`config.mk`:
```
export PLATFORM = sky130hd
export DESIGN_NAME = ialc_bank
export DESIGN_NICKNAME = d
export VERILOG_FILES = /design/src/inc/ialc_pkg.sv /design/src/logic/ialc_bank.sv
export VERILOG_INCLUDE_DIRS = /design/src /design/src/inc
export SDC_FILE = /design/constraint.sdc
export NUM_CORES = 1
export LEC_CHECK = 0
export ABC_AREA = 1
export BUFFER_PORTS_ARGS = -buffer_cell sky130_fd_sc_hd__buf_2
export CORE_ASPECT_RATIO = 0.75
export CORE_MARGIN = 2
export CORE_UTILIZATION = 61
export DETAILED_ROUTE_END_ITERATION = 10
export PLACE_DENSITY_LB_ADDON = 0.08
export RECOVER_POWER = 25
export SYNTH_ARGS = -nofsm -noshare
export SYNTH_HDL_FRONTEND = slang
export SYNTH_SLANG_ARGS = --single-unit
```
`constraint.sdc`:
```
create_clock -name mclk -period 2.4 [get_ports mclk]
set_clock_uncertainty 0.15 [all_clocks]
set_input_delay 0.12 -clock mclk [delete_from_list [all_inputs] [get_ports mclk]]
set_output_delay 0.12 -clock mclk [all_outputs]
set_load 0.005 [all_outputs]
```
`src/inc/ialc_consts.svh`:
```
// Purpose: Offsets, field positions, reset values and codes for the
//          internal arbiter slice and register lock control bank.
// Assumes: 8-bit configuration index, byte-wide registers.
// Notes:   Included by the package and by the design.
//
// Summary of operation
// - Write-bus slice of 33 MHz PCI writes equals clock-control bits 7-5, 0-7 clocks.
// - Miss-read bit 4 clear: no PCI read retry until read issued to memory.
// - Clock-control bit 3 set turns on write-bus pipelining; reset leaves it off.
// - Ratio field decode: 110 is 2x, 101 is 2.5x, 011 is 3x, others reserved.
// - Graphics-port write slice comes from write-arbiter bits 7-4, 0-15 clocks.
// - 66 MHz PCI write slice comes from write-arbiter bits 3-0, 0-15 clocks.
// - 66 MHz PCI read slice comes from read-arbiter bits 7-4, 0-15 clocks.
// - 33 MHz PCI read slice comes from read-arbiter bits 3-0, 0-15 clocks.
// - Lock bit 7 set makes interrupt line register at 3Ch writable.
// - Lock bit 6 set makes graphics-port registers b0h-b7h writable.
// - Lock bit 5 set makes power management registers e0h-e7h writable.
// - Lock bit 4 set makes PLL control register at edh writable.
// - Lock bit 3 set makes companion bridge device id at 02h-03h writable.
// - A further lock bit makes the PM2 control base at e8h-e9h writable.
// - A further lock bit makes the capabilities pointer at 34h writable.
// - A further lock bit makes subsystem vendor id at 2ch-2dh writable.
// - Broadcast bit 0, reset 1, sends interrupt-ack and special cycles to both buses.
// - Slice is guaranteed minimum ownership, counted from grant with idle bus.
`ifndef IALC_CONSTS_SVH
`define IALC_CONSTS_SVH

`define IALC_OFS_CLKCTL   8'h8d
`define IALC_OFS_WRSLICE  8'h8e
`define IALC_OFS_RDSLICE  8'h8f
`define IALC_OFS_LOCK     8'h90
`define IALC_OFS_BCAST    8'h91
`define IALC_OFS_RSVD_LO  8'h92
`define IALC_OFS_RSVD_HI  8'haf

`define IALC_RST_CLKCTL   8'h00
`define IALC_RST_WRSLICE  8'h00
`define IALC_RST_RDSLICE  8'h00
`define IALC_RST_LOCK     8'h00
`define IALC_RST_BCAST    8'h13
`define IALC_MASK_BCAST   8'h13

`define IALC_CLK_PCI33_TO_MEMORY_WRITE_HI  7
`define IALC_CLK_PCI33_TO_MEMORY_WRITE_LO  5
`define IALC_CLK_MISSRD   4
`define IALC_CLK_PIPE     3
`define IALC_CLK_RATIO_HI 2
`define IALC_BCAST_BIT    0

`define IALC_RATIO_2X     3'h6
`define IALC_RATIO_2P5X   3'h5
`define IALC_RATIO_3X     3'h3

`define IALC_LK_INTLINE   7
`define IALC_LK_GPORT     6
`define IALC_LK_PM        5
`define IALC_LK_PLL       4
`define IALC_LK_DID       3
`define IALC_LK_PM2       2
`define IALC_LK_CAPPTR    1
`define IALC_LK_SSVID     0

`define IALC_T_INTLINE    8'h3c
`define IALC_T_GPORT_LO   8'hb0
`define IALC_T_GPORT_HI   8'hb7
`define IALC_T_PM_LO      8'he0
`define IALC_T_PM_HI      8'he7
`define IALC_T_PLL        8'hed
`define IALC_T_DID_LO     8'h02
`define IALC_T_DID_HI     8'h03
`define IALC_T_PM2_LO     8'he8
`define IALC_T_PM2_HI     8'he9
`define IALC_T_CAPPTR     8'h34
`define IALC_T_SSVID_LO   8'h2c
`define IALC_T_SSVID_HI   8'h2d

`define IALC_NUM_REQ      5
`define IALC_SLICE_W      4

`endif

```
`src/inc/ialc_pkg.sv`:
```
// Purpose: Types for the internal arbiter slice and lock control bank.
// Assumes: Constants come from ialc_consts.svh.
// Notes:   Requester order: 33 MHz write, graphics write, 66 MHz write,
//          66 MHz read, 33 MHz read.
`include "ialc_consts.svh"
package ialc_pkg;

   typedef enum logic [1:0] {SL_IDLE, SL_RUN, SL_DONE} ialc_slice_t;

   typedef struct packed {
      logic [7:0]                                 clkctl;
      logic [7:0]                                 wrslice;
      logic [7:0]                                 rdslice;
      logic [7:0]                                 lock;
      logic [7:0]                                 bcast;
      logic [7:0]                                 rdata;
      ialc_slice_t [`IALC_NUM_REQ-1:0]            st;
      logic [`IALC_NUM_REQ-1:0][`IALC_SLICE_W-1:0] cnt;
   } ialc_state_t;

endpackage

```
`src/logic/ialc_bank.sv`:
```
// Purpose: Slice, pipeline, clock ratio, broadcast and register lock
//          control for the internal bus arbiter, with slice timers.
// Assumes: Requests and grants come from logic on mclk.
// Notes:   Lock targets live elsewhere; this bank only qualifies
//          their writes through cfg_target_wr_ok.
//
// Chosen here: the address-and-strobe port.
`timescale 1ns/1ps
`include "ialc_consts.svh"
module ialc_bank
   import ialc_pkg::*;
#(
   parameter int ADDR_W = 8
)
(
   input  wire logic                     mclk,             // 100 MHz clock
   input  wire logic                     rst_n,            // Sync reset, low
   input  wire logic [ADDR_W-1:0]        addr,             // Config index
   input  wire logic [7:0]               wdata,            // Write data
   input  wire logic                     wr,               // Write strobe
   input  wire logic                     rd,               // Read strobe
   output logic      [7:0]               rdata,            // Read data, next cycle
   input  wire logic [`IALC_NUM_REQ-1:0] grant,            // Per-requester grant
   input  wire logic                     wbus_idle,        // Write bus idle
   input  wire logic                     rbus_idle,        // Read bus idle
   input  wire logic                     mem_read_issued,  // 33 MHz read sent on
   output logic      [`IALC_NUM_REQ-1:0] slice_hold,       // Ownership guaranteed
   output logic      [`IALC_NUM_REQ-1:0] slice_expired,    // Slice used up
   output logic                          pci33_retry_ok,   // Read may be retried
   output logic                          wbus_pipe_en,     // Write bus pipelining
   output logic                          ratio_2x,         // Host/PCI 2x
   output logic                          ratio_2p5x,       // Host/PCI 2.5x
   output logic                          ratio_3x,         // Host/PCI 3x
   output logic                          ratio_reserved,   // Reserved ratio code
   output logic                          bcast_en,         // Broadcast ack/special
   output logic      [7:0]               unlock,           // Lock register bits
   output logic                          cfg_target_wr_ok  // Target write permitted
);

   // Decode needs a full byte of index; refuse narrower buses at elaboration
   if (ADDR_W < 8)
   begin : g_bad_addr_w
      $error("ialc_bank: ADDR_W must be at least 8");
   end

   ialc_state_t s_reg;
   ialc_state_t s_next;

   logic [7:0]                         idx;
   logic                               hit_any;
   logic                               hit_ok;
   logic [`IALC_NUM_REQ-1:0][`IALC_SLICE_W-1:0] slice_val;
   logic [`IALC_NUM_REQ-1:0]           bus_idle;

   // Only the low byte decodes; upper address bits are ignored
   assign idx = addr[7:0];

   always_comb
   begin
      slice_val[0] = {1'b0, s_reg.clkctl[`IALC_CLK_PCI33_TO_MEMORY_WRITE_HI:`IALC_CLK_PCI33_TO_MEMORY_WRITE_LO]};
      slice_val[1] = s_reg.wrslice[7:4];
      slice_val[2] = s_reg.wrslice[3:0];
      slice_val[3] = s_reg.rdslice[7:4];
      slice_val[4] = s_reg.rdslice[3:0];
      bus_idle     = {rbus_idle, rbus_idle, wbus_idle, wbus_idle, wbus_idle};
   end

   // Lock target decode; the lock value is the registered one, so a
   // lock write only affects accesses after it
   always_comb
   begin
      hit_any = 1'b1;
      hit_ok  = 1'b0;
      if (idx == `IALC_T_INTLINE)
         hit_ok = s_reg.lock[`IALC_LK_INTLINE];
      else if (idx >= `IALC_T_GPORT_LO && idx <= `IALC_T_GPORT_HI)
         hit_ok = s_reg.lock[`IALC_LK_GPORT];
      else if (idx >= `IALC_T_PM_LO && idx <= `IALC_T_PM_HI)
         hit_ok = s_reg.lock[`IALC_LK_PM];
      else if (idx == `IALC_T_PLL)
         hit_ok = s_reg.lock[`IALC_LK_PLL];
      else if (idx >= `IALC_T_DID_LO && idx <= `IALC_T_DID_HI)
         hit_ok = s_reg.lock[`IALC_LK_DID];
      else if (idx >= `IALC_T_PM2_LO && idx <= `IALC_T_PM2_HI)
         hit_ok = s_reg.lock[`IALC_LK_PM2];
      else if (idx == `IALC_T_CAPPTR)
         hit_ok = s_reg.lock[`IALC_LK_CAPPTR];
      else if (idx >= `IALC_T_SSVID_LO && idx <= `IALC_T_SSVID_HI)
         hit_ok = s_reg.lock[`IALC_LK_SSVID];
      else
         hit_any = 1'b0;
   end

   always_comb
   begin
      s_next = s_reg;

      if (wr)
      begin
         unique case (idx)
            `IALC_OFS_CLKCTL:  s_next.clkctl  = wdata;
            `IALC_OFS_WRSLICE: s_next.wrslice = wdata;
            `IALC_OFS_RDSLICE: s_next.rdslice = wdata;
            `IALC_OFS_LOCK:    s_next.lock    = wdata;
            // Only documented/default-set bits are stored
            `IALC_OFS_BCAST:   s_next.bcast   = wdata & `IALC_MASK_BCAST;
            default:           s_next.rdata   = s_reg.rdata;
         endcase
      end

      if (rd)
      begin
         unique case (idx)
            `IALC_OFS_CLKCTL:  s_next.rdata = s_reg.clkctl;
            `IALC_OFS_WRSLICE: s_next.rdata = s_reg.wrslice;
            `IALC_OFS_RDSLICE: s_next.rdata = s_reg.rdslice;
            `IALC_OFS_LOCK:    s_next.rdata = s_reg.lock;
            `IALC_OFS_BCAST:   s_next.rdata = s_reg.bcast;
            default:           s_next.rdata = 8'h00;
         endcase
      end
      else
         s_next.rdata = 8'h00;

      // Slice timers; slice 0 gives no guaranteed ownership
      for (int i = 0; i < `IALC_NUM_REQ; i++)
      begin
         unique case (s_reg.st[i])
            SL_IDLE:
            begin
               if (grant[i] && bus_idle[i])
               begin
                  s_next.cnt[i] = slice_val[i];
                  s_next.st[i]  = (slice_val[i] == '0) ? SL_DONE : SL_RUN;
               end
            end
            SL_RUN:
            begin
               if (!grant[i])
                  s_next.st[i] = SL_IDLE;
               else if (s_reg.cnt[i] <= `IALC_SLICE_W'(1))
               begin
                  s_next.cnt[i] = '0;
                  s_next.st[i]  = SL_DONE;
               end
               else
                  s_next.cnt[i] = s_reg.cnt[i] - `IALC_SLICE_W'(1);
            end
            SL_DONE:
            begin
               if (!grant[i])
                  s_next.st[i] = SL_IDLE;
            end
            default:
               s_next.st[i] = SL_IDLE;
         endcase
      end

      if (!rst_n)
      begin
         s_next.clkctl  = `IALC_RST_CLKCTL;
         s_next.wrslice = `IALC_RST_WRSLICE;
         s_next.rdslice = `IALC_RST_RDSLICE;
         s_next.lock    = `IALC_RST_LOCK;
         s_next.bcast   = `IALC_RST_BCAST;
         s_next.rdata   = 8'h00;
         for (int i = 0; i < `IALC_NUM_REQ; i++)
         begin
            s_next.st[i]  = SL_IDLE;
            s_next.cnt[i] = '0;
         end
      end
   end

   always_ff @(posedge mclk)
   begin
      s_reg <= s_next;
   end

   always_comb
   begin
      rdata = s_reg.rdata;
      for (int i = 0; i < `IALC_NUM_REQ; i++)
      begin
         slice_hold[i]    = (s_reg.st[i] == SL_RUN);
         slice_expired[i] = (s_reg.st[i] == SL_DONE);
      end
      // Bit low keeps the read pending until memory has it
      pci33_retry_ok = (s_reg.st[4] == SL_DONE) &&
                       (s_reg.clkctl[`IALC_CLK_MISSRD] || mem_read_issued);
      wbus_pipe_en   = s_reg.clkctl[`IALC_CLK_PIPE];
      ratio_2x       = (s_reg.clkctl[`IALC_CLK_RATIO_HI:0] == `IALC_RATIO_2X);
      ratio_2p5x     = (s_reg.clkctl[`IALC_CLK_RATIO_HI:0] == `IALC_RATIO_2P5X);
      ratio_3x       = (s_reg.clkctl[`IALC_CLK_RATIO_HI:0] == `IALC_RATIO_3X);
      ratio_reserved = !(ratio_2x || ratio_2p5x || ratio_3x);
      bcast_en       = s_reg.bcast[`IALC_BCAST_BIT];
      unlock         = s_reg.lock;
      // Locked targets ignore the write and keep their value
      cfg_target_wr_ok = wr && hit_any && hit_ok;
   end

endmodule

```
==> flow_summary.toml, run 1 <==
[floorplanning]
core.rowCount = 25
die-area_um2 = 7150
die_w_um = 97.0
core_um2 = 6290
die_h_um = 73.7
floorplan.initialDensity = 0.629
pin_count = 62

[critical_path]
crit_fanout = 5
cp_data_arrival_time_ns = 1.92
crit_type = "flop to flop"
startpoint_type = "flop"
end_kind = "flop"
cp.required_ns = 2.46

[synthesis]
synth-seq-cells = 73
synth_common_cells = "inv_1, dfxtp_1, o21ai_0"
avgSynthCellArea_um2 = 7.09
yosysTopAreaCell = "dfxtp_1"
synth_nets = 596
yosysWarnings = 0
async_flop_share = 0
synth.top_cell.area_share = 0.370
synth_cell_types = 39
syn-cell-area_um2 = 3960
synth_edf_count = 0
synth.most_common_cell = "inv_1"
yosysSeqAreaShare = 0.370
syn_inst = 558
synth_ff_type = "dfxtp_1"
ys_top_cells_by_area = "dfxtp_1, o21ai_0, inv_1, a21oi_1, nand2_1"

[run_status]
status = "finished, final reports clean"

[grt]
grt_pass1_wl_mm = 15.8
grt-ovfl-total = 0
grt_pass1_vias = 3476
grtUsageTotal = 0.271
grt_start_max_net_pins = 42
grt_antenna_before_repair = 0

[layout]
largest_reg_flops = 55
fill_cells = 548
nets = 656
stdcell_count = 703
antenna-diode-count = 0
ff_latch_area_um2 = 1460
layout-drive-gt1-share = 0.146
stdcell_area_um2 = 4470
multi_input_area_um2 = 1940
area_growth_pct = 13.1

[sta]
fin_crit_sh = 0.777
slew_headroom = 0.392
worst_slack_ns = 0.536
setup_viol = 0
worst_slew_pin_slew_ns = 0.907
period_needed_ns = 1.86
max_freq_mhz = 536
fin_tns_setup_ns = 0
rsz0062_at_grt = "no"
hold_viol = 0
slew_viol_final = 0

[placed_design]
dp.cells = 674
hpwl_mm = 7.11
place_area_um2 = 4200
post-place-ws_ns = 0.643
routabilityCongestion = 0.916
port_buffers = 61

[clock_tree]
clkSinkCount = 73
cts_buffer_depth = 2
worstSkewPairLatency_ns = 0.35
cts_resized = 0
cts_tree = "built"
cts_root_buf = "clkbuf_8"
cts_buffers = 9
htree_levels = 3
clkSlewWorstSetupHoldPaths_ns = 0.07

[routing]
via_count = 3970
via_per_inst = 5.65
wl_per_cell_um = 13.8
drt-total-wl_mm = 9.73
drt_iter0_drc = 249
postRouteAntennaNets = 0
drc_errors = 0
first_pass_iters = 5

[power]
ir_drop_uv = 528
p_leak_uw = 0.00188
p_per_area_nw_per_um2 = 748

[job]
max_cap_violations = 0

[min_path]
hp-class = "primary input to flop"
-- power by group --
| part | leakage (µW) | internal, µW | switching [µW] | total, µW |
|---|---|---|---|---|
| sequential | 0.000593 | 1350 | 118 | 1460 |
| clock | 0.0000822 | 395 | 449 | 844 |
| combinational | 0.00121 | 402 | 635 | 1040 |
| total | 0.00188 | 2140 | 1200 | 3340 |
-- repair_timing --
item | 4_1_cts | 5_1_grt
hold buffers | 14 | 0
setup buffers | 0 | 0
hold endpoints to repair | 45 | 0
endpoints found under the setup margin | 0 | 0
-- per-stage QoR --
step	util	total power [µW]	hold WS, ns
6_report	0.712	3340	0.00857
5_1_grt	0.712	3570	0.0575
4_1_cts	0.716	3360	0.00716
3_5_place_dp	0.667	2510	0.268
3_3_place_gp	0.667	2470	0.265
2_1_floorplan	-	2240	0.0964
-- routing by layer --
layer	wire length, µm	GRT usage	part of all wire	vias to the layer above
li1	-	-	-	1980
met1	4420	0.352	0.45	1824
met2	4540	0.461	0.47	151
met3	661	0.0590	0.068	15
met4	105	0.0767	0.011	0
met5	0	0	0	-
-- cell families (layout without fill, tap and decap cells) --
group | count (synthesis) | after routing | share of synthesized area
compound gates | 174 | 174 | 0.248
xor+xnor | 7 | 7 | 0.0155
fa+ha+maj | 10 | 10 | 0.0316
buf+inv | 123 | 187 | 0.135
flops | 73 | 73 | 0.370
simple gates | 171 | 171 | 0.201
-- worst max-delay path: stages, from the launching register on --
cell	delay, ns
dfxtp_1	0.37
inv_1	0.05
nor2_1	0.27
inv_1	0.13
nor2_1	0.22
o21ai_2	0.13
inv_2	0.10
o21ai_0	0.10
a21oi_1	0.14
a211oi_1	0.05
-- layout by cell type (no fill, tap or decap), types with 2 or more instances in the layout --
master         instances
inv_1                 91
dfxtp_1               73
o21ai_0               69
nand2_1               66
a21oi_1               61
nor2_1                55
buf_2                 51
nor3_1                16
nand3_1               14
dlygate4sd3_1         14
o22ai_1               11
a211oi_1              10
ha_1                  10
clkbuf_8              10
clkbuf_1              10
a31oi_1                9
nand4_1                7
xor2_1                 5
inv_2                  4
nand2_2                3
clkinv_2               3
o221a_2                3
nor3_4                 2
nand4_2                2
nor3_2                 2
o211ai_1               2
xnor2_1                2
o21ai_2                2
a221oi_1               2
clkbuf_2               2
-- layout make-up --
class                      count  share of cell area
inverter                      96              0.0808
clock buffer                  12              0.0324
multi-input combinational    362               0.435
timing repair buffer          76              0.0990
clock inverter                 3             0.00391
sequential                    73               0.327
tap                           81              0.0227
-- final timing paths --
check                           cells past startpoint        end      start  slack, ns
worst max-delay path                                9  s_reg[10]  s_reg[24]       0.54
worst min-delay path                                3   rdata[0]         rd      0.009
worst max register to register                      9  s_reg[10]  s_reg[24]       0.54
worst min register to register                      2   s_reg[4]  s_reg[66]       0.32
Note: power is estimated with default switching activity, not from simulation.
==> run 2, diff against run 1 <==
- ABC_AREA: 1 -> 0
- CORE_UTILIZATION: 61 -> 57
- clock period: 2.4 -> 1.9 ns (I/O delays scaled with it)
==> run 2 against run 1 <==
  * The run now ends with setup timing left
  * Via count up 0.28%
  * Final area up 9.3%
  * Die area up 10%
  * Global-route usage up 0.23 points
  * Sequential share of layout area down 2.8 points
  * Clock-buffer cell count unchanged
  * Synthesized cell count down 8.8%
  * Critical endpoint is now cfg_target_wr_ok
==> flow_summary.toml, run 2 <==
[routing]
via_count = 3981
first_pass_iters = 5
drt_iter0_drc = 221
drc_errors = 0
wl_per_cell_um = 15.0
drt-total-wl_mm = 10.3
via_per_inst = 5.78
postRouteAntennaNets = 0

[floorplanning]
core.rowCount = 26
core_um2 = 6900
pin_count = 62
die_h_um = 77.5
floorplan.initialDensity = 0.595
die_w_um = 102
die-area_um2 = 7900

[clock_tree]
cts_buffer_depth = 2
cts_root_buf = "clkbuf_8"
post_cts_buffers = 0
cts_tree = "built"
clkSinkCount = 73
htree_levels = 3
clkSlewWorstSetupHoldPaths_ns = 0.07
worstSkewPairLatency_ns = 0.35
cts_buffers = 9

[layout]
nets = 626
fill_cells = 586
antenna-diode-count = 0
mostFrequentLayoutCell = "dfxtp_1"
largest_reg_flops = 55
stdcell_count = 689
area_growth_pct = 19.2
layout-drive-gt1-share = 0.178
most-common-layout-cells = "dfxtp_1, nor2_1, nand2_1"

[critical_path]
startpoint_type = "primary input"
cp.required_ns = 1.65
r2r-end = "s_reg[15]"
ff2ff_setup_slack_ns = 0.20
r2r_start = "s_reg[12]"
crit_type = "primary input to output port"
cp_data_arrival_time_ns = 1.72
end_kind = "output port"
crit_fanout = 3
reg2reg_depth = 7

[synthesis]
async_flop_share = 0
synth.most_common_cell = "dfxtp_1"
ys_top_cells_by_area = "dfxtp_1, a21oi_1, mux2i_1, nor2_1, nand2_1"
synth_common_cells = "dfxtp_1, nor2_1, nand2_1"
syn_inst = 509
avgSynthCellArea_um2 = 8.06
yosysSeqAreaShare = 0.356
synth_edf_count = 0
yosysWarnings = 0
synth_ff_type = "dfxtp_1"
syn-cell-area_um2 = 4100
synth_cell_types = 58
synth_nets = 547
synth.top_cell.area_share = 0.356
yosysTopAreaCell = "dfxtp_1"
synth-seq-cells = 73

[power]
p_leak_uw = 0.00192
ir_drop_uv = 419
p_switching_uw = 813
seqPwrFrac = 0.491
sw_frac_of_total = 0.251
p_per_area_nw_per_um2 = 662
internal_power_uw = 2420
report.power.total_uw = 3240
p_comb_frac = 0.119
clkPwrFrac = 0.391

[placed_design]
routabilityCongestion = 0.950
port_buffers = 61
hpwl_mm = 7.40
dp.cells = 658

[job]
max_cap_violations = 0

[min_path]
hp-class = "primary input to flop"
hold_depth = 3
hold_end = "s_reg[28]"
hp-start = "rbus_idle"

[sta]
period_needed_ns = 1.96
max_freq_mhz = 509
finalHoldWorstSlack_ns = 0.0230
fin_crit_sh = 1.03
hold_viol = 0
rsz0062_at_grt = "yes"
worst_slack_ns = -0.0646
slew_headroom = 0.646
worst_slew_pin_slew_ns = 0.528
setup_viol = 1
slew_viol_final = 0

[grt]
grt-ovfl-total = 0
grt_antenna_before_repair = 0
grt_use_met1 = 0.374
grtUsageTotal = 0.273
grt_start_max_net_pins = 49
met3_usage = 0.0640
grt_pass1_vias = 3631
grt.busiest_layer = "met2"
grt_pass1_wl_mm = 17.3
grt_use_met2 = 0.434

[run_status]
status = "finished, violations left"
violations = "setup timing"
-- run 2: changes by cell type after synthesis, sizes merged, moves of 8 or more --
cell	change
nand2b	+16
nand3	+8
nand4	-8
nand2	-22
inv	-73
a21oi	-16
o21ai	-48
mux2i	+19
a22oi	+9
o22ai	-11
nor2b	+16
a31oi	-8
-- run 2: final cells by class --
cell class                      instances  area (µm²)  area share
Timing Repair Buffer                  104         658       0.135
Inverter                               22        82.6      0.0169
Multi-Input combinational cell        378        2360       0.483
Tap cell                               98         123      0.0251
Clock inverter                          2        37.5     0.00768
Sequential cell                        73        1460       0.299
Clock buffer                           12         165      0.0338
-- run 2: worst max-delay path by stage --
stage | cells past startpoint | from | slack, ns | to
5_1_grt | 7 | addr[6] | -0.13 | cfg_target_wr_ok
3_5_place_dp | 7 | addr[5] | -0.06 | cfg_target_wr_ok
4_1_cts | 6 | unlock[3] | -0.04 | cfg_target_wr_ok
2_1_floorplan | 6 | addr[1] | 0.19 | cfg_target_wr_ok
6_report | 7 | addr[6] | -0.06 | cfg_target_wr_ok
3_3_place_gp | 7 | addr[5] | -0.04 | cfg_target_wr_ok
-- run 2: layer usage --
metal	up-vias	wire, µm	share of wire
met1	1857	4940	0.48
li1	1979	-	-
met2	132	4610	0.45
met5	-	0	0
met4	0	102	0.0099
met3	13	669	0.065
-- run 2: critical path: stages --
cell	delay (ns)
buf_2	0.11
or4b_4	0.53
or4_4	0.49
a21boi_2	0.14
o32ai_1	0.08
a21oi_1	0.15
buf_2	0.12
-- run 2: kinds of logic (layout without fill, tap and decap cells) --
| logic type | after synthesis | after routing | synth area share |
|---|---|---|---|
| AND/OR/NAND/NOR | 208 | 208 | 0.264 |
| AO/OA/AOI/OAI | 133 | 133 | 0.210 |
| flip-flops | 73 | 73 | 0.356 |
| buffers and inverters | 58 | 140 | 0.0723 |
| multiplexers | 25 | 25 | 0.0628 |
| adder cells (fa/ha/maj) | 10 | 10 | 0.0305 |
| XOR/XNOR | 2 | 2 | 0.00427 |
-- run 2: power by group through the flow --
stage,Combinational [µW],Sequential (µW),Clock [µW]
floorplan,228,1610,0
global placement,338,1620,0
detailed placement,349,1620,0
CTS,377,1590,1280
global route,427,1590,1360
finish,385,1590,1260
-- run 2: stage by stage --
step           setup TNS (ns)  instance area, µm²   util  worst slack [ns]
5_1_grt                -0.135                4890  0.709            -0.135
6_report              -0.0646                4890  0.709           -0.0646
2_1_floorplan               0                4100      -             0.187
3_3_place_gp          -0.0361                4510  0.654           -0.0361
3_5_place_dp          -0.0561                4510  0.654           -0.0561
4_1_cts               -0.0385                4880  0.708           -0.0385
-- run 2: timing repair --
action                     4_1_cts  5_1_grt
hold buffers                    17        0
hold endpoints to repair        51        0
gates resized for setup          1        9
setup endpoints to repair        1        4
pin swaps                        2        4
